$ cat src/pwm_pkg.sv
// shared register map, field positions and reset values of the pwm block
package pwm_pkg;
  // register byte offsets
  localparam logic [7:0] CTRL_OFS = 8'h00;
  localparam logic [7:0] PERIOD_OFS = 8'h04;
  localparam logic [7:0] PHASE_OFS = 8'h08;
  localparam logic [7:0] DEAD_OFS = 8'h0c;
  localparam logic [7:0] TRIG_OFS = 8'h10;
  localparam logic [7:0] TRGCON_OFS = 8'h14;
  localparam logic [7:0] STAT_OFS = 8'h18;
  localparam logic [7:0] INTST_OFS = 8'h1c;
  localparam logic [7:0] INTMASK_OFS = 8'h20;
  // control register fields
  localparam int CTRL_EN_BIT = 0;
  localparam int CTRL_SWAP_BIT = 1;
  localparam int CTRL_IMM_PHASE_BIT = 2;
  localparam int CTRL_IMM_PERIOD_BIT = 3;
  localparam int CTRL_MODE_LSB = 10;
  // trigger control fields
  localparam int TRG_DIV_LSB = 12;
  localparam int TRG_STRT_LSB = 0;
  // status register fields
  localparam int STAT_SEL_BIT = 16;
  localparam int STAT_UP_BIT = 17;
  // interrupt status bits
  localparam int INT_TRIG_BIT = 0;
  localparam int INT_CYCLE_BIT = 1;
  // reset values
  localparam logic [15:0] PERIOD_RST = 16'h0064;
  localparam logic [15:0] PHASE_RST = 16'h0000;
  localparam logic [7:0] DEAD_RST = 8'h04;
  localparam logic [15:0] TRIG_RST = 16'h0000;
  // bus responses
  localparam logic [1:0] RESP_OKAY = 2'h0;
  localparam logic [1:0] RESP_SLVERR = 2'h2;
  // output mode field encoding
  typedef enum logic [1:0] {
    MODE_COMPL = 2'h0,
    MODE_REDUND = 2'h1,
    MODE_PUSHPULL = 2'h2,
    MODE_OFF = 2'h3
  } out_mode_type;
endpackage

$ cat src/dead_time_gen.sv
// dead time insertion between the high and low side pins
`timescale 1ns/1ns
module dead_time_gen #(
  parameter int DW = 8
) (
  // clock and reset
  input wire logic ref_clk,
  input wire logic rst_b,
  // requests after routing
  input wire logic reqHigh,
  input wire logic reqLow,
  input wire logic enforce,
  input wire logic [DW-1:0] deadCount,
  // pins
  output logic pinHigh,
  output logic pinLow
);
  typedef struct packed {
    logic hi;
    logic lo;
    logic [DW-1:0] gap;
  } dt_type;
  dt_type st;
  dt_type next_st;
  logic gapOk;

  if (DW < 1 || DW > 16)
  begin : g_chk
    $error("dead time width out of range");
  end

  // with enforce set, an output turns on only after both were off for the dead time
  always_comb
  begin
    next_st = st;
    gapOk = st.gap >= deadCount;
    if (!enforce)
    begin
      next_st.hi = reqHigh;
      next_st.lo = reqLow;
    end
    else
    begin
      next_st.hi = reqHigh && (st.hi || (!st.lo && !reqLow && gapOk));
      next_st.lo = reqLow && (st.lo || (!st.hi && !reqHigh && gapOk));
    end
    if (st.hi || st.lo)
    begin
      next_st.gap = '0;
    end
    else if (!(&st.gap))
    begin
      next_st.gap = st.gap + 1'b1;
    end
  end

  // state register
  always_ff @(posedge ref_clk or negedge rst_b)
  begin
    if (!rst_b)
    begin
      st <= '0;
    end
    else
    begin
      st <= next_st;
    end
  end

  assign pinHigh = st.hi;
  assign pinLow = st.lo;
endmodule

$ cat src/pwm_update_and_trigger_logic.sv
// center-aligned pwm channel with update, push-pull and trigger logic
// Summary of operation
// - in complementary mode dead time is always kept, even when swap changes while running.
// - the swap bit exchanges the high and low pin routing; clearing it restores it.
// - with immediate update off, a phase write while enabled is held until the cycle midpoint.
// - with immediate update on, a phase write takes effect at once.
// - output mode 10 selects push-pull, alternating pulses between the two pins.
// - immediate period update applies a period write at once; a lower period written while counting down can start a second pulse.
// - the trigger fires when the counter meets the compare value while counting up or at zero, first time included.
// - a four-bit divider field thins out trigger outputs.
// - a six-bit start select field delays triggers; zero gives a timely first one.
//
// Design decisions made here: register access over AXI4-Lite and the register addresses.
`timescale 1ns/1ns
module pwm_update_and_trigger_logic #(
  parameter int CW = 16,
  parameter int ADDR_W = 8
) (
  // clock and reset
  input wire logic ref_clk,
  input wire logic rst_b,
  // axi4-lite write channels
  input wire logic [ADDR_W-1:0] awaddr,
  input wire logic awvalid,
  output logic awready,
  input wire logic [31:0] wdata,
  input wire logic [3:0] wstrb,
  input wire logic wvalid,
  output logic wready,
  output logic [1:0] bresp,
  output logic bvalid,
  input wire logic bready,
  // axi4-lite read channels
  input wire logic [ADDR_W-1:0] araddr,
  input wire logic arvalid,
  output logic arready,
  output logic [31:0] rdata,
  output logic [1:0] rresp,
  output logic rvalid,
  input wire logic rready,
  // pins and events
  output logic highSideOutput,
  output logic lowSideOutput,
  output logic primaryTrigger,
  output logic irq
);
  import pwm_pkg::*;

  typedef struct packed {
    logic awHeld;
    logic [ADDR_W-1:0] awAddr;
    logic awRdy;
    logic wHeld;
    logic [31:0] wData;
    logic [3:0] wStrb;
    logic wRdy;
    logic bvalid;
    logic [1:0] bresp;
    logic arRdy;
    logic rvalid;
    logic [31:0] rdata;
    logic [1:0] rresp;
    logic enable, swap, immPhase, immPeriod;
    out_mode_type mode;
    logic [CW-1:0] periodBuf, periodAct, phaseBuf, phaseAct, count, trigCmp;
    logic phasePend;
    logic [7:0] dead;
    logic [3:0] trigger_output_divider, divCnt;
    logic [5:0] postscaler_start_select, strtCnt;
    logic up, ppSel, trig, irq, reqH, reqL, enforce;
    logic [1:0] intSt, intMask;
  } state_type;

  state_type st;
  state_type next_st;
  logic doWrite;
  logic [32:0] curWord;
  logic [32:0] rdWord;
  logic [31:0] wrVal;
  logic phaseWr;
  logic periodWr;
  logic mid;
  logic start;
  logic on;
  logic match;
  logic allowed;
  logic fire;
  logic onH;
  logic onL;

  if (CW < 2 || CW > 16 || ADDR_W < 8 || ADDR_W > 32)
  begin : g_chk
    $error("counter or address width out of range");
  end

  // read value of a register, msb flags a mapped address
  function automatic logic [32:0] regRead(input logic [ADDR_W-1:0] a, input state_type s);
    logic [31:0] r;
    logic ok;
    r = '0;
    ok = 1'b1;
    unique case (a[7:0] & 8'hfc)
      CTRL_OFS:
      begin
        r[CTRL_EN_BIT] = s.enable;
        r[CTRL_SWAP_BIT] = s.swap;
        r[CTRL_IMM_PHASE_BIT] = s.immPhase;
        r[CTRL_IMM_PERIOD_BIT] = s.immPeriod;
        r[CTRL_MODE_LSB+:2] = s.mode;
      end
      PERIOD_OFS: r[CW-1:0] = s.periodBuf;
      PHASE_OFS: r[CW-1:0] = s.phaseBuf;
      DEAD_OFS: r[7:0] = s.dead;
      TRIG_OFS: r[CW-1:0] = s.trigCmp;
      TRGCON_OFS:
      begin
        r[TRG_DIV_LSB+:4] = s.trigger_output_divider;
        r[TRG_STRT_LSB+:6] = s.postscaler_start_select;
      end
      STAT_OFS:
      begin
        r[CW-1:0] = s.count;
        r[STAT_SEL_BIT] = s.ppSel;
        r[STAT_UP_BIT] = s.up;
      end
      INTST_OFS: r[1:0] = s.intSt;
      INTMASK_OFS: r[1:0] = s.intMask;
      default: ok = 1'b0;
    endcase
    // only the low 256 bytes are mapped; wider buses refuse the rest
    if ((32'(a) >> 8) != 32'h0)
    begin
      ok = 1'b0;
      r = '0;
    end
    return {ok, r};
  endfunction

  // byte-lane merge so a narrow write keeps the untouched lanes
  function automatic logic [31:0] merge(input logic [31:0] o, input logic [31:0] d,
      input logic [3:0] s);
    logic [31:0] r;
    r = o;
    for (int i = 0; i < 4; i++)
    begin
      if (s[i])
      begin
        r[8*i+:8] = d[8*i+:8];
      end
    end
    return r;
  endfunction

  // bus slave, counter, update, output and trigger logic
  always_comb
  begin
    next_st = st;
    curWord = regRead(st.awAddr, st);
    rdWord = regRead(araddr, st);
    doWrite = st.awHeld && st.wHeld && !st.bvalid;
    wrVal = merge(curWord[31:0], st.wData, st.wStrb);
    phaseWr = doWrite && (st.awAddr[7:0] & 8'hfc) == PHASE_OFS;
    periodWr = doWrite && (st.awAddr[7:0] & 8'hfc) == PERIOD_OFS;
    mid = st.enable && st.up && st.count >= st.periodAct;
    start = st.enable && !st.up && st.count == '0;
    on = st.enable && ({1'b0, st.count} + {1'b0, st.phaseAct} > {1'b0, st.periodAct});
    match = st.enable && st.count == st.trigCmp && (st.up || st.count == '0);
    allowed = st.strtCnt >= st.postscaler_start_select;
    fire = match && allowed && st.divCnt == '0;
    // write address and data captured in either order
    if (awvalid && st.awRdy)
    begin
      next_st.awHeld = 1'b1;
      next_st.awAddr = awaddr;
    end
    if (wvalid && st.wRdy)
    begin
      next_st.wHeld = 1'b1;
      next_st.wData = wdata;
      next_st.wStrb = wstrb;
    end
    if (st.bvalid && bready)
    begin
      next_st.bvalid = 1'b0;
    end
    if (doWrite)
    begin
      next_st.awHeld = 1'b0;
      next_st.wHeld = 1'b0;
      next_st.bvalid = 1'b1;
      next_st.bresp = curWord[32] ? RESP_OKAY : RESP_SLVERR;
    end
    next_st.awRdy = !next_st.awHeld && !next_st.bvalid;
    next_st.wRdy = !next_st.wHeld && !next_st.bvalid;
    // read answer one cycle after the address is taken
    if (st.rvalid && rready)
    begin
      next_st.rvalid = 1'b0;
    end
    if (arvalid && st.arRdy)
    begin
      next_st.rvalid = 1'b1;
      next_st.rdata = rdWord[31:0];
      next_st.rresp = rdWord[32] ? RESP_OKAY : RESP_SLVERR;
    end
    next_st.arRdy = !next_st.rvalid;
    // up/down counter of the center-aligned cycle
    if (!st.enable)
    begin
      next_st.count = '0;
      next_st.up = 1'b1;
      next_st.ppSel = 1'b0;
      next_st.divCnt = '0;
      next_st.strtCnt = '0;
    end
    else if (st.up)
    begin
      if (mid)
      begin
        next_st.up = 1'b0;
        next_st.count = (st.count == '0) ? '0 : st.count - 1'b1;
      end
      else
      begin
        next_st.count = st.count + 1'b1;
      end
    end
    else if (start)
    begin
      // one rollover per cycle, so push-pull toggles once
      next_st.up = 1'b1;
      next_st.count = st.count + 1'b1;
      next_st.ppSel = !st.ppSel;
      next_st.periodAct = st.periodBuf;
      if (!(&st.strtCnt))
      begin
        next_st.strtCnt = st.strtCnt + 1'b1;
      end
    end
    else
    begin
      next_st.count = st.count - 1'b1;
    end
    // held phase lands whole at the midpoint
    if (mid && st.phasePend)
    begin
      next_st.phaseAct = st.phaseBuf;
      next_st.phasePend = 1'b0;
    end
    // trigger divider and postscaler start
    next_st.trig = 1'b0;
    if (match && allowed)
    begin
      if (fire)
      begin
        next_st.trig = 1'b1;
        next_st.divCnt = st.trigger_output_divider;
      end
      else
      begin
        next_st.divCnt = st.divCnt - 1'b1;
      end
    end
    // register writes
    if (doWrite)
    begin
      unique case (st.awAddr[7:0] & 8'hfc)
        CTRL_OFS:
        begin
          next_st.enable = wrVal[CTRL_EN_BIT];
          next_st.swap = wrVal[CTRL_SWAP_BIT];
          next_st.immPhase = wrVal[CTRL_IMM_PHASE_BIT];
          next_st.immPeriod = wrVal[CTRL_IMM_PERIOD_BIT];
          next_st.mode = out_mode_type'(wrVal[CTRL_MODE_LSB+:2]);
        end
        PERIOD_OFS:
        begin
          next_st.periodBuf = wrVal[CW-1:0];
          if (st.immPeriod || !st.enable)
          begin
            next_st.periodAct = wrVal[CW-1:0];
          end
        end
        PHASE_OFS:
        begin
          next_st.phaseBuf = wrVal[CW-1:0];
          if (st.immPhase || !st.enable)
          begin
            next_st.phaseAct = wrVal[CW-1:0];
            next_st.phasePend = 1'b0;
          end
          else
          begin
            next_st.phasePend = 1'b1;
          end
        end
        DEAD_OFS: next_st.dead = wrVal[7:0];
        TRIG_OFS: next_st.trigCmp = wrVal[CW-1:0];
        TRGCON_OFS:
        begin
          next_st.trigger_output_divider = wrVal[TRG_DIV_LSB+:4];
          next_st.postscaler_start_select = wrVal[TRG_STRT_LSB+:6];
        end
        INTMASK_OFS: next_st.intMask = wrVal[1:0];
        default: ;
      endcase
    end
    // sticky events, set wins over write-one-to-clear
    if (doWrite && (st.awAddr[7:0] & 8'hfc) == INTST_OFS)
    begin
      next_st.intSt = st.intSt & ~wrVal[1:0];
    end
    next_st.intSt[INT_TRIG_BIT] = next_st.intSt[INT_TRIG_BIT] | fire;
    next_st.intSt[INT_CYCLE_BIT] = next_st.intSt[INT_CYCLE_BIT] | start;
    next_st.irq = |(next_st.intSt & next_st.intMask);
    // output requests by mode, swap routed ahead of dead time
    onH = 1'b0;
    onL = 1'b0;
    next_st.enforce = 1'b1;
    unique case (st.mode)
      MODE_COMPL:
      begin
        onH = on;
        onL = st.enable && !on;
      end
      MODE_REDUND:
      begin
        onH = on;
        onL = on;
        next_st.enforce = 1'b0;
      end
      MODE_PUSHPULL:
      begin
        onH = on && !st.ppSel;
        onL = on && st.ppSel;
      end
      MODE_OFF: ;
    endcase
    next_st.reqH = st.swap ? onL : onH;
    next_st.reqL = st.swap ? onH : onL;
  end

  // state register
  always_ff @(posedge ref_clk or negedge rst_b)
  begin
    if (!rst_b)
    begin
      st <= '0;
      st.awRdy <= 1'b1;
      st.wRdy <= 1'b1;
      st.arRdy <= 1'b1;
      st.up <= 1'b1;
      st.enforce <= 1'b1;
      st.periodBuf <= CW'(PERIOD_RST);
      st.periodAct <= CW'(PERIOD_RST);
      st.phaseBuf <= CW'(PHASE_RST);
      st.phaseAct <= CW'(PHASE_RST);
      st.trigCmp <= CW'(TRIG_RST);
      st.dead <= DEAD_RST;
    end
    else
    begin
      st <= next_st;
    end
  end

  // dead time stage drives the pins
  dead_time_gen #(
    .DW(8)
  ) u_dead (
    .ref_clk(ref_clk),
    .rst_b(rst_b),
    .reqHigh(st.reqH),
    .reqLow(st.reqL),
    .enforce(st.enforce),
    .deadCount(st.dead),
    .pinHigh(highSideOutput),
    .pinLow(lowSideOutput)
  );

  assign awready = st.awRdy;
  assign wready = st.wRdy;
  assign bvalid = st.bvalid;
  assign bresp = st.bresp;
  assign arready = st.arRdy;
  assign rvalid = st.rvalid;
  assign rdata = st.rdata;
  assign rresp = st.rresp;
  assign primaryTrigger = st.trig;
  assign irq = st.irq;
endmodule

$ cat config.mk
export PLATFORM = sky130hd
export DESIGN_NAME = pwm_update_and_trigger_logic
export DESIGN_NICKNAME = d
export VERILOG_FILES = /design/src/pwm_pkg.sv /design/src/dead_time_gen.sv /design/src/pwm_update_and_trigger_logic.sv
export SDC_FILE = /design/constraint.sdc
export NUM_CORES = 1
export LEC_CHECK = 0
export BUFFER_PORTS_ARGS = -buffer_cell sky130_fd_sc_hd__clkbuf_2
export CAP_MARGIN = 20
export CORE_MARGIN = 1
export CORE_UTILIZATION = 30
export CTS_CLUSTER_SIZE = 20
export DETAILED_ROUTE_END_ITERATION = 8
export PLACE_DENSITY_LB_ADDON = 0.2
export SLEW_MARGIN = 20
export SYNTH_ARGS = -nofsm -noshare
export SYNTH_HDL_FRONTEND = slang
export SYNTH_HIERARCHICAL = 1
export SYNTH_SLANG_ARGS = --single-unit
$ cat constraint.sdc
create_clock -name ref_clk -period 7.2 [get_ports ref_clk]
set_input_delay 0.72 -clock ref_clk [delete_from_list [all_inputs] [get_ports ref_clk]]
set_output_delay 0.72 -clock ref_clk [all_outputs]
set_load 0.01 [all_outputs]
==> reports/metrics.csv <==
stage,metric,value,unit
cts,clk_pin_slew,0.05,ns
synthesis,yosys_warnings,6,
setup_path,worstPathRequired,7.63,ns
cts,cts_setup_buffers,0,
cts,post_cts_resized,0,
synthesis,synth_edf_count,0,
synthesis,synth_top_family_by_area,compound AO/OA/AOI/OAI gates,
synthesis,synth_xor_xnor_area_share,2.73,%
power,internal_power,3.13,mW
synthesis,synth_fa_ha_area_share,6.85,%
sta,worstMarginPinSlew,1.08,ns
global_route,grt_pass1_wl,60.8,mm
setup_path,critPathLaunchType,flip-flop,
synthesis,yosysTopAreaCell,dfrtp_1,
sta,slew_viol_final,0,
power,p_clk_share,25.0,%
detailed_routing,drc_errors,12,
layout,final_cell_mix,"dfrtp_1 (191), nand2_1 (130), o21ai_0 (119)",
setup_path,r2r_setup_slack,2.46,ns
setup_path,r2r-start,st[56],
detailed_routing,drtIter0Drc,831,
synthesis,postSynthCellCount,1313,
synthesis,syn_avg_cell_area,9.54,sq um
power,p_sw_share,41.2,%
job,max-cap-violations,0,
floorplan,start_util,30.5,%
floorplan,die_area,0.0426,sq mm
synthesis,ys.flop_type,dfrtp_1,
placement,dp_hpwl,28.6,mm
cts,root_buffer,clkbuf_16,
power,vdd_drop_max,0.216,mV
synthesis,ys_ff_latch,203,
setup_path,reg2reg_to,st[5],
placement,io_buffers,65,
cts,clkLatencyLatePin,0.55,ns
synthesis,yosysUniqueCellTypes,74,
sta,finalSetupViolCount,0,
sta,min_period,4.74,ns
setup_path,worstPathArrival,5.17,ns
synthesis,synth.area.mux_share,12.1,%
layout,drive_above_1_share,15.4,%
cts,cts_hold_buf,0,
global_route,antenna_found_initial,0,
global_route,grt_overflow,0,
layout,fill_cells,4217,
detailed_routing,drtAntennaViolNets,0,
synthesis,ys_seq_area_share,40.7,%
synthesis,synthSimpleGateAreaFrac,13.8,%
setup_path,cpPeakStageDelay,0.59,ns
setup_path,crit_path_end_kind,flip-flop,
cts,numCtsBuffers,26,
layout,final_nets,1457,
synthesis,synthArstFlopShare,100,%
sta,final_hold_viol_count,0,
setup_path,path_cells,ha_1 -> inv_1 -> fa_1 -> nor2b_1 -> o31ai_1 -> a211oi_1 -> nor3b_1 -> xnor2_1 -> ha_1 -> a21o_1 -> a211o_1 -> a211oi_1 -> o21ai_0 -> a21boi_0 -> o2bb2ai_1 -> or4_1 -> a21oi_1,
synthesis,synth_compound_area_share,17.7,%
sta,setup_ws,2.46,ns
worst_hold_path,hold_class,in -> async,
status,violations,design-rule violations,
sta,fin_setup_tns,0,ns
placement,post-place-ws,2.58,ns
detailed_routing,drt_pre_antenna_iters,9,
detailed_routing,avgViaCountPerCell,5.32,
detailed_routing,num_vias,10000,
cts,clock_tree.buffer_depth,3,
power,power.density,379,mW/mm^2
sta,finalClockSkew,0.0196,ns
sta,timing.hold.ws,0.272,ns
floorplan,die_w,206,um
sta,rsz0062_at_grt,false,
cts,cts_tree,built,
power,p_leak,6.61,nW
cts,cts.sinks,203,
sta,finalCritPeriodShare,65.8,%
floorplan,die_y,206,um
setup_path,cp_slowest_cell,dfrtp_1,
setup_path,reg2reg_depth,17,
status,status,finished with violations,
layout,final_common_cell,dfrtp_1,
layout,stdcell_area,0.0141,sq mm
cts,h-tree-depth,1,
synthesis,syn-cell-area,0.0125,sq mm
floorplan,core_area,0.0410,sq mm
floorplan,io_pins,104,
setup_path,critPathKind,reg -> reg,
synthesis,synth_area_leaders,"dfrtp_1 (38%), ha_1 (6.7%), mux2i_1 (6.5%)",
global_route,track_usage,19.0,%
synthesis,synth_top_area_share,38.2,%
sta,slew_headroom,27.5,%
placement,gp_congestion,0.856,
floorplan,rows,74,
power,comb_power_share,38.2,%
setup_path,crit_fanout,8,
layout,areaGrowthSynthToFinish,12.2,%
global_route,grt_pass1_vias,9677,
global_route,grt_start_max_net_pins,114,
placement,place_area,0.0132,sq mm
power,p_sw,2.19,mW
power,seqPwrFrac,36.8,%
detailed_routing,totalWireLength,39.8,mm
detailed_routing,wl_per_cell,21.1,um
layout,antennaDiodeCount,0,
sta,fmax,0.211,GHz
==> registers in the layout (all words and copies together), names as in the netlist <==
name	cells
primaryTrigger	1
st	166
awready	1
bvalid	1
bresp	1
u_dead/pinHigh	1
u_dead/pinLow	1
u_dead/st	8
wready	1
rresp	1
irq	1
rdata	18
arready	1
rvalid	1
==> logic make-up (layout without fill, tap and decap cells) <==
kind of cell             after synthesis  after routing
AND/OR/NAND/NOR                      359            359
XOR/XNOR                              39             39
AO/OA/AOI/OAI                        344            344
multiplexers                         138            138
other                                  1             16
buffers and inverters                161            183
flip-flops                           203            203
adder cells (fa/ha/maj)               68             68
==> area by class of cell <==
class,instances,area [sq um],share of cell area [%]
multi-input cells,964,6750,48.0
flip-flops and latches,203,5090,36.3
clock buffers,43,796,5.66
well taps,532,666,4.74
repair buffers,85,485,3.45
inverters,50,188,1.34
clock inverters,5,78.8,0.561
==> worst max-delay path: cells and delay by family, from the launching register on <==
family | cells | cell delay [ns]
AOI/OAI and AO/OA | 9 | 2.08
adders and majority gates | 3 | 0.96
and+or+nand+nor | 3 | 0.78
DFF | 1 | 0.59
xor gates and xnor gates | 1 | 0.16
buffers and inverters | 1 | 0.06
==> cell usage after synthesis (6+ instances only) <==
| library cell | instances |
|---|---|
| dfrtp_1 | 191 |
| nand2_1 | 131 |
| o21ai_0 | 119 |
| mux2i_1 | 81 |
| nor2_1 | 75 |
| a21oi_1 | 67 |
| clkbuf_1 | 67 |
| ha_1 | 67 |
| mux2_2 | 51 |
| inv_1 | 49 |
| buf_4 | 38 |
| nand3_1 | 30 |
| a21o_1 | 22 |
| xor2_1 | 21 |
| a22oi_1 | 19 |
| nor3_1 | 19 |
| xnor2_1 | 18 |
| and3_1 | 14 |
| nand4_1 | 13 |
| o211ai_1 | 13 |
| or3_1 | 13 |
| a221oi_1 | 12 |
| dfstp_2 | 12 |
| nor2b_1 | 11 |
| a22o_1 | 9 |
| o21a_1 | 9 |
| o31ai_1 | 9 |
| a211oi_1 | 8 |
| a31oi_1 | 8 |
| nand2b_1 | 8 |
| a222oi_1 | 7 |
| or4_1 | 7 |
| and2_1 | 6 |
| mux4_2 | 6 |
| nor4_1 | 6 |
==> power by group through the flow <==
stage | combinational [mW] | clock (mW) | sequential, mW
CTS | 2.03 | 1.37 | 1.94
global route | 2.27 | 1.41 | 2.00
finish | 2.03 | 1.33 | 1.96
floorplan | 1.50 | 0 | 1.75
global placement | 1.99 | 0 | 1.95
detailed placement | 2.03 | 0 | 1.96
==> through the flow <==
step | utilization (%) | instances | total power [mW]
after global routing | 34.3 | 1882 | 5.69
after detailed placement | 32.1 | 1834 | 3.99
after global placement | 32.1 | 1834 | 3.94
final | 34.3 | 1882 | 5.32
after CTS | 34.3 | 1882 | 5.34
after floorplan | - | 1328 | 3.25
==> worst max-delay path by stage <==
stage	from	to	cells past startpoint
floorplan	st[56]	st[5]	17
global placement	st[56]	st[5]	17
detailed placement	st[56]	st[5]	17
CTS	st[56]	st[5]	17
global route	st[56]	st[5]	17
finish	st[56]	st[5]	17
==> routing by layer <==
metal / GRT usage, % / wire length, um
met5: 0 / 0
met4: 5.49 / 1190
met3: 3.47 / 2140
met2: 28.3 / 17000
met1: 27.7 / 19400
Power figures use the tool's default switching activity.
